$ cat src/inc/smrs_params.svh
`ifndef SMRS_PARAMS_SVH
`define SMRS_PARAMS_SVH

`define SMRS_ADDR_CTRL        8'hFF
`define SMRS_ADDR_RESET_SOURCE_REGISTER      8'hEF

`define SMRS_CTRL_EN_BIT      7
`define SMRS_CTRL_STAT_BIT    6
`define SMRS_CTRL_LVL_BIT     5
`define SMRS_CTRL_EN_RST      1'b1
`define SMRS_CTRL_LVL_RST     1'b0
`define SMRS_MON_SEL_RST      1'b1
`define SMRS_MCD_EN_RST       1'b0

`define SMRS_SRC_PIN_BIT      0
`define SMRS_SRC_POR_BIT      1
`define SMRS_SRC_MCD_BIT      2
`define SMRS_SRC_FERR_BIT     6

`define SMRS_CLK_PERIOD_NS    25
`define SMRS_MCD_TIMEOUT_NS   100000
`define SMRS_POR_DELAY_NS     10000

`endif

$ cat src/inc/smrs_pkg.sv
package smrs_pkg;

    typedef struct packed {
        logic [7:0] addr;
        logic       wr;
        logic       rd;
        logic [7:0] wdata;
    } smrs_sfr_req_s;

    typedef enum logic [2:0] {
        SMRS_CAUSE_NONE,
        SMRS_CAUSE_MON,
        SMRS_CAUSE_PIN,
        SMRS_CAUSE_MCD,
        SMRS_CAUSE_FERR
    } smrs_cause_e;

    typedef enum logic [1:0] {
        SMRS_ST_POR,
        SMRS_ST_RUN,
        SMRS_ST_HOLD
    } smrs_state_e;

endpackage

$ cat src/logic/smrs_reset_ctrl.sv
// Function
// - Supply below threshold drives reset pin low and holds core until it recovers.
// - Monitor enabled at power-on; enable survives every other reset.
// - Flash write or erase without high, enabled, selected monitor causes flash-error reset.
// - Monitor reset releases without the power-on delay.
// - High threshold with low supply after non-power-on reset keeps device in reset.
// - Power-on reset returns the threshold select to the low threshold.
// - Control bit 7 turns monitor on; resets only when also selected as source.
// - Control bit 6 reads live monitor output, one when supply above threshold.
// - Control bit 5 selects low (0) or high (1) threshold.
// - Control bits 4 to 0 read zero and ignore writes.
// - Leaving a pin reset sets the pin flag, bit 0.
// - Missing-clock one-shot retriggered by clock edges resets on timeout.
// - Missing-clock flag, bit 2, reads one after missing-clock reset only.
// - Writing bit 2 enables (1) or disables (0) the missing-clock detector.
// - Missing-clock reset leaves the reset pin undriven.
// - Power-on sets the power-on flag and clears the pin, missing-clock and flash-error flags.
`timescale 1ns/100ps
`include "smrs_params.svh"
module smrs_reset_ctrl #(
    parameter int unsigned POR_DELAY_CYC = (`SMRS_POR_DELAY_NS + `SMRS_CLK_PERIOD_NS - 1)
                                           / `SMRS_CLK_PERIOD_NS,
    parameter int unsigned MCD_CYC       = (`SMRS_MCD_TIMEOUT_NS + `SMRS_CLK_PERIOD_NS - 1)
                                           / `SMRS_CLK_PERIOD_NS
) (
    // Clock and power-on reset.
    input  wire logic                   core_clk_i,
    input  wire logic                   rst_n_i,
    // Special-function register access.
    input  wire smrs_pkg::smrs_sfr_req_s sfr_req_i,
    output logic [7:0]                  sfr_rdata_o,
    // Analog supply monitor.
    input  wire logic                   vdd_above_i,
    output logic                        monitor_on_o,
    output logic                        threshold_high_o,
    // Watched system clock level and flash activity.
    input  wire logic                   sysclk_lvl_i,
    input  wire logic                   flash_wr_erase_i,
    // Open-drain reset pin.
    input  wire logic                   rst_pin_n_i,
    output logic                        rst_pin_o,
    output logic                        rst_pin_oe_o,
    // Core reset.
    output logic                        core_rst_n_o
);
    // Both counts must fit the 12-bit timers below.
    if (POR_DELAY_CYC < 1 || POR_DELAY_CYC > 4095 || MCD_CYC < 2 || MCD_CYC > 4095) begin
        $error("smrs_reset_ctrl: timing counts out of range.");
    end

    smrs_pkg::smrs_state_e state_reg, state_next;
    smrs_pkg::smrs_cause_e cause_reg, cause_next;
    logic       mon_en_reg, mon_en_next;
    logic       lvl_reg, lvl_next;
    logic       mon_src_reg, mon_src_next;
    logic       mcd_en_reg, mcd_en_next;
    logic       pin_f_reg, pin_f_next;
    logic       por_f_reg, por_f_next;
    logic       mcd_f_reg, mcd_f_next;
    logic       ferr_f_reg, ferr_f_next;
    logic       core_rst_n_reg, core_rst_n_next;
    logic       oe_reg, oe_next;
    logic [7:0] rdata_reg, rdata_next;
    logic       sysclk_q_reg;
    logic       por_done;
    logic       mcd_expired;
    logic       mon_active;
    logic       pin_active;
    logic       mcd_active;
    logic       ferr_hit;
    logic       sw_ok;

    smrs_timeout #(.LIMIT(POR_DELAY_CYC), .W(12)) u_por_delay (
        .core_clk_i (core_clk_i),
        .rst_n_i    (rst_n_i),
        .restart_i  (state_reg != smrs_pkg::SMRS_ST_POR),
        .expired_o  (por_done)
    );

    // Edges of the watched clock retrigger the one-shot; a disabled detector is held idle.
    smrs_timeout #(.LIMIT(MCD_CYC - 1), .W(12)) u_mcd (
        .core_clk_i (core_clk_i),
        .rst_n_i    (rst_n_i),
        .restart_i  (!mcd_en_reg || (sysclk_lvl_i != sysclk_q_reg)),
        .expired_o  (mcd_expired)
    );

    always_comb begin
        mon_active = mon_en_reg && mon_src_reg && !vdd_above_i;
        pin_active = !rst_pin_n_i && !oe_reg;
        mcd_active = mcd_en_reg && mcd_expired;
        sw_ok      = core_rst_n_reg && (state_reg == smrs_pkg::SMRS_ST_RUN);
        ferr_hit   = sw_ok && flash_wr_erase_i
                     && !(mon_en_reg && lvl_reg && mon_src_reg);
    end

    always_comb begin
        state_next      = state_reg;
        cause_next      = cause_reg;
        mon_en_next     = mon_en_reg;
        lvl_next        = lvl_reg;
        mon_src_next    = mon_src_reg;
        mcd_en_next     = mcd_en_reg;
        pin_f_next      = pin_f_reg;
        por_f_next      = por_f_reg;
        mcd_f_next      = mcd_f_reg;
        ferr_f_next     = ferr_f_reg;
        core_rst_n_next = core_rst_n_reg;
        oe_next         = oe_reg;
        rdata_next      = 8'h00;
        case (state_reg)
            smrs_pkg::SMRS_ST_POR: begin
                core_rst_n_next = 1'b0;
                oe_next         = 1'b1;
                if (por_done && (vdd_above_i || !mon_en_reg)) begin
                    state_next      = smrs_pkg::SMRS_ST_RUN;
                    core_rst_n_next = 1'b1;
                    oe_next         = 1'b0;
                    por_f_next      = 1'b1;
                    pin_f_next      = 1'b0;
                    mcd_f_next      = 1'b0;
                    ferr_f_next     = 1'b0;
                end
            end
            smrs_pkg::SMRS_ST_RUN: begin
                if (mon_active || pin_active || mcd_active || ferr_hit) begin
                    state_next      = smrs_pkg::SMRS_ST_HOLD;
                    core_rst_n_next = 1'b0;
                    if (mon_active) begin
                        cause_next = smrs_pkg::SMRS_CAUSE_MON;
                        oe_next    = 1'b1;
                    end else if (pin_active) begin
                        cause_next = smrs_pkg::SMRS_CAUSE_PIN;
                    end else if (mcd_active) begin
                        cause_next = smrs_pkg::SMRS_CAUSE_MCD;
                    end else begin
                        cause_next = smrs_pkg::SMRS_CAUSE_FERR;
                    end
                end
            end
            smrs_pkg::SMRS_ST_HOLD: begin
                oe_next = mon_active;
                if (!mon_active && !pin_active && !mcd_active) begin
                    // No power-on delay here, whatever the cause.
                    state_next      = smrs_pkg::SMRS_ST_RUN;
                    core_rst_n_next = 1'b1;
                    oe_next         = 1'b0;
                    por_f_next  = (cause_reg == smrs_pkg::SMRS_CAUSE_MON);
                    pin_f_next  = (cause_reg == smrs_pkg::SMRS_CAUSE_PIN);
                    mcd_f_next  = (cause_reg == smrs_pkg::SMRS_CAUSE_MCD);
                    ferr_f_next = (cause_reg == smrs_pkg::SMRS_CAUSE_FERR);
                end
            end
            default: begin
                state_next = smrs_pkg::SMRS_ST_POR;
            end
        endcase
        // Software can only write the registers while the core runs; reads are served at any time.
        if (sw_ok && sfr_req_i.wr && !ferr_hit) begin
            if (sfr_req_i.addr == `SMRS_ADDR_CTRL) begin
                mon_en_next = sfr_req_i.wdata[`SMRS_CTRL_EN_BIT];
                lvl_next    = sfr_req_i.wdata[`SMRS_CTRL_LVL_BIT];
            end else if (sfr_req_i.addr == `SMRS_ADDR_RESET_SOURCE_REGISTER) begin
                if (sfr_req_i.wdata[`SMRS_SRC_POR_BIT]) begin
                    mon_src_next = 1'b1;
                end
                mcd_en_next = sfr_req_i.wdata[`SMRS_SRC_MCD_BIT];
            end
        end
        if (sfr_req_i.rd) begin
            if (sfr_req_i.addr == `SMRS_ADDR_CTRL) begin
                rdata_next[`SMRS_CTRL_EN_BIT]   = mon_en_reg;
                rdata_next[`SMRS_CTRL_STAT_BIT] = vdd_above_i;
                rdata_next[`SMRS_CTRL_LVL_BIT]  = lvl_reg;
            end else if (sfr_req_i.addr == `SMRS_ADDR_RESET_SOURCE_REGISTER) begin
                rdata_next[`SMRS_SRC_PIN_BIT]  = pin_f_reg;
                rdata_next[`SMRS_SRC_POR_BIT]  = por_f_reg;
                rdata_next[`SMRS_SRC_MCD_BIT]  = mcd_f_reg;
                rdata_next[`SMRS_SRC_FERR_BIT] = ferr_f_reg;
            end
        end
    end

    // Only the power-on reset touches enable, level and source selection.
    always_ff @(posedge core_clk_i or negedge rst_n_i) begin
        if (!rst_n_i) begin
            state_reg      <= smrs_pkg::SMRS_ST_POR;
            cause_reg      <= smrs_pkg::SMRS_CAUSE_NONE;
            mon_en_reg     <= `SMRS_CTRL_EN_RST;
            lvl_reg        <= `SMRS_CTRL_LVL_RST;
            mon_src_reg    <= `SMRS_MON_SEL_RST;
            mcd_en_reg     <= `SMRS_MCD_EN_RST;
            pin_f_reg      <= 1'b0;
            por_f_reg      <= 1'b0;
            mcd_f_reg      <= 1'b0;
            ferr_f_reg     <= 1'b0;
            core_rst_n_reg <= 1'b0;
            oe_reg         <= 1'b1;
            rdata_reg      <= 8'h00;
            sysclk_q_reg   <= 1'b0;
        end else begin
            state_reg      <= state_next;
            cause_reg      <= cause_next;
            mon_en_reg     <= mon_en_next;
            lvl_reg        <= lvl_next;
            mon_src_reg    <= mon_src_next;
            mcd_en_reg     <= mcd_en_next;
            pin_f_reg      <= pin_f_next;
            por_f_reg      <= por_f_next;
            mcd_f_reg      <= mcd_f_next;
            ferr_f_reg     <= ferr_f_next;
            core_rst_n_reg <= core_rst_n_next;
            oe_reg         <= oe_next;
            rdata_reg      <= rdata_next;
            sysclk_q_reg   <= sysclk_lvl_i;
        end
    end

    always_comb begin
        sfr_rdata_o      = rdata_reg;
        monitor_on_o     = mon_en_reg;
        threshold_high_o = lvl_reg;
        rst_pin_o        = 1'b0;
        rst_pin_oe_o     = oe_reg;
        core_rst_n_o     = core_rst_n_reg;
    end
endmodule

$ cat src/logic/smrs_timeout.sv
`timescale 1ns/100ps
module smrs_timeout #(
    parameter int unsigned LIMIT = 4000,
    parameter int unsigned W     = 12
) (
    // Clock and reset.
    input  wire logic core_clk_i,
    input  wire logic rst_n_i,
    // Control and result.
    input  wire logic restart_i,
    output logic      expired_o
);
    // Refused at elaboration, so a bad count never reaches silicon.
    if (LIMIT < 1 || LIMIT >= (2 ** W)) begin
        $error("smrs_timeout: LIMIT does not fit the counter width.");
    end

    localparam logic [W-1:0] LAST = W'(LIMIT - 1);

    logic [W-1:0] cnt_reg;
    logic [W-1:0] cnt_next;
    logic         exp_reg;
    logic         exp_next;

    // The count saturates so a stopped clock keeps the timeout asserted.
    always_comb begin
        cnt_next = cnt_reg;
        exp_next = exp_reg;
        if (restart_i) begin
            cnt_next = '0;
            exp_next = 1'b0;
        end else if (cnt_reg == LAST) begin
            exp_next = 1'b1;
        end else begin
            cnt_next = cnt_reg + W'(1);
        end
    end

    always_ff @(posedge core_clk_i or negedge rst_n_i) begin
        if (!rst_n_i) begin
            cnt_reg <= '0;
            exp_reg <= 1'b0;
        end else begin
            cnt_reg <= cnt_next;
            exp_reg <= exp_next;
        end
    end

    assign expired_o = exp_reg;
endmodule

$ cat config.mk
export PLATFORM = sky130hd
export DESIGN_NAME = smrs_reset_ctrl
export DESIGN_NICKNAME = d
export VERILOG_FILES = /design/src/inc/smrs_pkg.sv /design/src/logic/smrs_reset_ctrl.sv /design/src/logic/smrs_timeout.sv
export VERILOG_INCLUDE_DIRS = /design/src /design/src/inc
export SDC_FILE = /design/constraint.sdc
export NUM_CORES = 1
export LEC_CHECK = 0
export BUFFER_PORTS_ARGS = -buffer_cell sky130_fd_sc_hd__buf_2
export CAP_MARGIN = 20
export CORE_MARGIN = 4
export CORE_UTILIZATION = 35
export DETAILED_ROUTE_END_ITERATION = 7
export GPL_ROUTABILITY_DRIVEN = 0
export HOLD_SLACK_MARGIN = 0.12
export PLACE_DENSITY_LB_ADDON = 0.05
export RECOVER_POWER = 100
export SYNTH_ARGS = -nofsm -noshare
export SYNTH_HDL_FRONTEND = slang
export SYNTH_SLANG_ARGS = --single-unit
$ cat constraint.sdc
create_clock -name core_clk_i -period 4.21 [get_ports core_clk_i]
set_input_delay 0.421 -clock core_clk_i [delete_from_list [all_inputs] [get_ports core_clk_i]]
set_output_delay 0.421 -clock core_clk_i [all_outputs]
set_load 0.01 [all_outputs]
==> results.ini, run 1 <==
[placement]
dp_cells = 332
place_area_mm2 = 0.00261
portBuffers = 28
place_hpwl_um = 3320

[logic_synthesis]
ys_types = 48
syn_avg_cell_area_um2 = 10.3
ys_seq_elements = 47
ys_seq_area_share_pct = 48.6
synthArstFlopShare_pct = 100
netlist_instances = 235
synth_edf_count = 0
ys_warn_count = 0
netlist_top_cells_area = dfrtp_1 46%, xnor2_1 5.1%, and2_1 4.6%
synthesis.area_mm2 = 0.00243
yosysTopAreaCell = dfrtp_1
yosysMostFrequentCell = dfrtp_1
synthFlopType = dfrtp_1
synth_common_cells = 45 x dfrtp_1, 18 x and2_1, 16 x nor2_1, 14 x xnor2_1, 13 x nand2_1
yosysTopAreaCellShare_pct = 46.4

[clocking]
cts.repair.resized = 0
clk_pin_slew_worst_paths_ps = 100
clkSinkCount = 47
cts_setup_buffers = 0
hold_buffers = 0
cts_buffer_depth = 2
cts_htree_levels = 2
cts_tree = built
cts_buffers = 5
clock_latency_ps = 300
root_buffer = clkbuf_8

[timing]
relSlewSlack_pct = 12.6
max_freq_mhz = 466
finClkSkew_ps = 14.0
period_needed_ps = 2140
tns_ps = 0
finalHoldViolCount = 0
drv_slew = 0
hold_slack_ps = 254
rsz0062_at_grt = false
setup_viol = 0
fin_crit_sh_pct = 50.9
worst_pin_slew_ps = 1310

[detailed_routing]
drt-total-wl_um = 4770
routed_wire_length_per_instance_um = 14.0
drt-initial-drc-count = 64
vias = 1732
drc = 0
vias_per_cell = 5.08
ant_nets = 0
drtPass1Iterations = 4

[finish]
instances_no_fill = 341
final_layout_size_suffix_gt1_share_pct = 13.0
final_area_mm2 = 0.00270
syn_to_final_growth_pct = 11.4
n_antenna_cell = 0
fillers = 686
nNetsFinal = 291

[global_route]
antenna_found_initial = 0
grt_max_degree = 48
met1_usage_pct = 17.0
overflow = 0
first_global_vias = 1647
grt_pass1_wl_um = 7990
grt.busiest_layer = met2
met2_usage_pct = 18.0
grt_use_total_pct = 11.8
grt_util_met3_pct = 2.73

[job]
cap_violations = 0

[worst_setup_path]
startpoint_type = primary input
critPathBufInv = 2
regToRegSetupSlack_ps = 2070
crit_arrival_ps = 2340
critPathMaxFanout = 24
critPathMaxStageDelay_ps = 1030
crit_slowest_cell = clkbuf_1
worst_setup_path_end_kind = async pin
crit_required_ps = 4400
r2r_end = mcd_f_reg
critPathKind = primary input to async pin
crit_family = buffers and inverters
cp_common_cell = clkbuf_1
reg2reg_from = state_reg[0]
r2r_cells = 5
cp_cell_sequence = clkbuf_1 > clkbuf_1

[floorplanning]
ios = 37
die_x_um = 91.3
rows = 30
core_mm2 = 0.00676
initial_core_util_pct = 35.9
die_h_um = 91.3
die_area_mm2 = 0.00833

[hold_path]
holdPathStages = 1
hold_end = sysclk_q_reg
hold_path_class = primary input to flip-flop
min-delay-start = sysclk_lvl_i

[power_and_ir_drop]
cellPowerDensity_mw_per_mm2 = 450
leakage_nw = 1.16
total_power_mw = 1.22
ir_drop_mv = 0.326

[outcome]
status = finished clean

## cells by family (layout without fill, tap and decap cells)
kind of cell	count (synthesis)	in the layout	share of synthesized area (%)
and+or+nand+nor	94	94	21.7
DFF	47	47	48.6
AOI/OAI and AO/OA	42	42	13.2
buffers and inverters	21	45	3.76
xor gates and xnor gates	16	16	5.78
adders and majority gates	7	7	3.61
muxes	7	7	3.20
other	1	3	0.155
## per-stage QoR
step | utilization, % | worst slack (ps)
floorplan | - | 2400
global placement | 38.7 | 2070
detailed placement | 38.7 | 2030
CTS | 40.3 | 1990
global route | 40.0 | 1480
finish | 40.0 | 2070
## where the power goes
part,internal [mW],switching [mW]
Clock,0.177,0.155
Sequential,0.504,0.0485
Combinational,0.149,0.182
## metal layers
| layer | vias up | share of wire (%) |
|---|---|---|
| met5 | - | 0 |
| met4 | 0 | 0.71 |
| met3 | 2 | 2.6 |
| met2 | 24 | 45 |
| met1 | 826 | 51 |
| li1 | 880 | - |
## layout make-up
type / count / area (µm²) / share of cell area [%]
sequential: 47 / 1180 / 43.6
multi-input combinational: 169 / 1150 / 42.7
timing repair buffer: 29 / 131 / 4.86
tap: 80 / 100 / 3.70
clock buffer: 6 / 72.6 / 2.68
clock inverter: 2 / 37.5 / 1.39
inverter: 8 / 30.0 / 1.11
## placed cells by master, fill, tap and decap left out, types with 2 or more instances in the layout
cell,Yosys,final
nand4_1,9,9
buf_2,1,18
a22o_1,3,3
a31oi_1,5,5
ha_1,7,7
and2_1,18,9
clkbuf_8,0,5
nor2b_1,3,3
and2_0,0,9
inv_1,8,8
conb_1,1,3
o211ai_1,2,2
nor3_1,5,5
nor2_1,16,16
xnor2_1,14,14
nand2b_1,2,2
o21ai_0,8,8
clkbuf_1,9,12
xor2_1,2,2
and3_1,6,6
a221oi_1,2,2
a2bb2oi_1,3,3
nand2_1,13,13
a21boi_0,4,4
a21oi_1,6,6
nand3_1,8,9
o2bb2ai_1,2,2
nor4_1,3,3
mux2_2,6,6
dfrtp_1,45,45
dfstp_1,0,2
## worst max path at each step
stage / from / end / slack, ps / cells past startpoint
global route: rst_n_i / u_por_delay.cnt_reg[2] / 1480 / 2
global placement: state_reg[0] / mcd_f_reg / 2070 / 5
detailed placement: state_reg[0] / mcd_f_reg / 2030 / 5
floorplan: state_reg[0] / mcd_f_reg / 2400 / 6
CTS: state_reg[0] / mcd_f_reg / 1990 / 5
finish: rst_n_i / u_por_delay.cnt_reg[2] / 2070 / 2
(Power assumes the default switching activity.)
==> inputs of run 2 (changes only) <==
clock period = 2.1 ns   (was 4.21 ns; I/O delays follow)
==> results.ini, run 2 (synthesis results as in run 1) <==
[clocking]
cts_tree = built
clkSinkCount = 47  ; unchanged
cts_buffers = 5  ; unchanged
cts_setup_buffers = 0  ; unchanged
cts_buffer_depth = 2  ; unchanged
root_buffer = clkbuf_8
clk_pin_slew_worst_paths_ps = 90  ; about the same
clock_latency_ps = 290  ; about the same
cts_htree_levels = 2  ; unchanged

[timing]
tns_ps = 0  ; unchanged
worst_slack_ps = 200  ; -1870 ps
finalHoldViolCount = 0  ; unchanged
max_freq_mhz = 526
worst_pin_slew_ps = 1190  ; -124 ps
finClkSkew_ps = 4.34  ; -9.62 ps
rsz0062_at_grt = false
relSlewSlack_pct = 20.9  ; +8.3 points
setup_viol = 0  ; unchanged
drv_slew = 0  ; unchanged
period_needed_ps = 1900
fin_crit_sh_pct = 90.5

[finish]
final_cell_mix = 45 x dfrtp_1, 18 x buf_2, 16 x nor2_1, 14 x xnor2_1, 13 x nand2_1
final_common_cell = dfrtp_1
syn_to_final_growth_pct = 14.1
n_antenna_cell = 0  ; unchanged
final_layout_size_suffix_gt1_share_pct = 15.3  ; +2.3 points
nNetsFinal = 298  ; +2.4%
fillers = 681  ; -0.73%
final_util_pct = 41.0  ; +0.94 points

[worst_setup_path]
r2r_cells = 7  ; +2
startpoint_type = flip-flop
crit_start = state_reg[1]
crit_arrival_ps = 2090  ; -250 ps
critPathKind = flip-flop to flip-flop
reg2reg_from = state_reg[1]
critPathMaxFanout = 10  ; -58%
worst_setup_path_end_kind = flip-flop
crit_required_ps = 2290  ; -2110 ps

[floorplanning]
die_x_um = 91.3  ; unchanged
die_area_mm2 = 0.00833  ; unchanged
die_h_um = 91.3  ; unchanged
initial_core_util_pct = 35.9  ; unchanged
rows = 30  ; unchanged
ios = 37  ; unchanged
core_mm2 = 0.00676  ; unchanged

[placement]
portBuffers = 28  ; unchanged
pre_cts_ws_ps = 194  ; -1830 ps
place_hpwl_um = 3350  ; +0.91%

[global_route]
grt_pass1_wl_um = 8380  ; +4.8%
grt_use_total_pct = 12.2  ; +0.35 points
first_global_vias = 1778  ; +8.0%
overflow = 0  ; unchanged
grt_max_degree = 48  ; unchanged
antenna_found_initial = 0  ; unchanged

[detailed_routing]
drc = 0  ; unchanged
drt-initial-drc-count = 46  ; -28%
routed_wire_length_per_instance_um = 13.7  ; -1.7%
drt-total-wl_um = 4780  ; +0.34%
vias_per_cell = 5.00  ; -1.6%
drtPass1Iterations = 4  ; unchanged
ant_nets = 0  ; unchanged
vias = 1739  ; +0.40%

[hold_path]
min-delay-start = sfr_req_i[5]
hold_path_class = primary input to flip-flop
holdPathStages = 2  ; +1

[job]
cap_violations = 0  ; unchanged

[power_and_ir_drop]
leakage_nw = 1.20  ; +3.2%
cellPowerDensity_mw_per_mm2 = 893  ; +99%
ir_drop_mv = 0.462  ; +41%

[outcome]
status = finished clean

==> run 2: cell types whose count changed in the layout (fill, tap and decap cells not counted), sizes merged <==
cell	previous run	this run
buf	18	21
clkinv	0	2
dlygate4sd3	0	2
clkbuf	17	18
clkinvlp	1	0
==> run 2: final cells by class <==
cell class              instances  area [µm²]  area share [%]
flip-flops and latches         47        1180            42.6
multi-input cells             169        1160            42.0
repair buffers                 36         183            6.60
well taps                      80         100            3.62
clock buffers                   5        68.8            2.49
clock inverters                 3        43.8            1.58
inverters                       8        30.0            1.08
==> run 2: final timing paths <==
kind,to,slack (ps)
setup / recovery,threshold_high_o,200
hold / removal,threshold_high_o,140
setup reg to reg,threshold_high_o,200
hold reg to reg,sfr_rdata_o[2],510
max in group asynchronous,u_por_delay.cnt_reg[3],620
min in group asynchronous,u_mcd.cnt_reg[8],770
==> run 2: metrics by stage <==
stage / instance area (µm²) / std cells / power, mW / hold WS [ps]
global route: 2770 / 348 / 2.65 / 130
detailed placement: 2660 / 338 / 1.84 / 345
floorplan: 2430 / 237 / 1.62 / -85.6
CTS: 2790 / 348 / 2.54 / 131
finish: 2770 / 348 / 2.47 / 144
global placement: 2660 / 338 / 1.84 / 343
==> run 2: where the power goes <==
group | total (mW) | switching [mW] | internal (mW)
registers | 1.11 | 0.0985 | 1.01
logic | 0.688 | 0.378 | 0.311
clock network | 0.675 | 0.320 | 0.355
total | 2.47 | 0.796 | 1.68
==> run 2: repair_timing <==
action                    4_1_cts  5_1_grt
hold buffers                    2        0
resized for setup               0        0
hold endpoints to repair       46        0
==> run 2: per-layer routing <==
metal	GRT usage (%)	vias up	routed length [µm]
met5	0	-	0
met1	18.3	815	2540
met3	2.40	4	134
met4	3.02	0	41
met2	17.9	22	2070
li1	-	898	-
==> run 2: worst max-delay path, stage by stage, from the launching register on <==
cell      delay (ps)
dfrtp_1          420
inv_1             90
ha_1             170
clkbuf_1         370
nand3_1          120
nor2_1           190
nand3_1          140
mux2_2           290
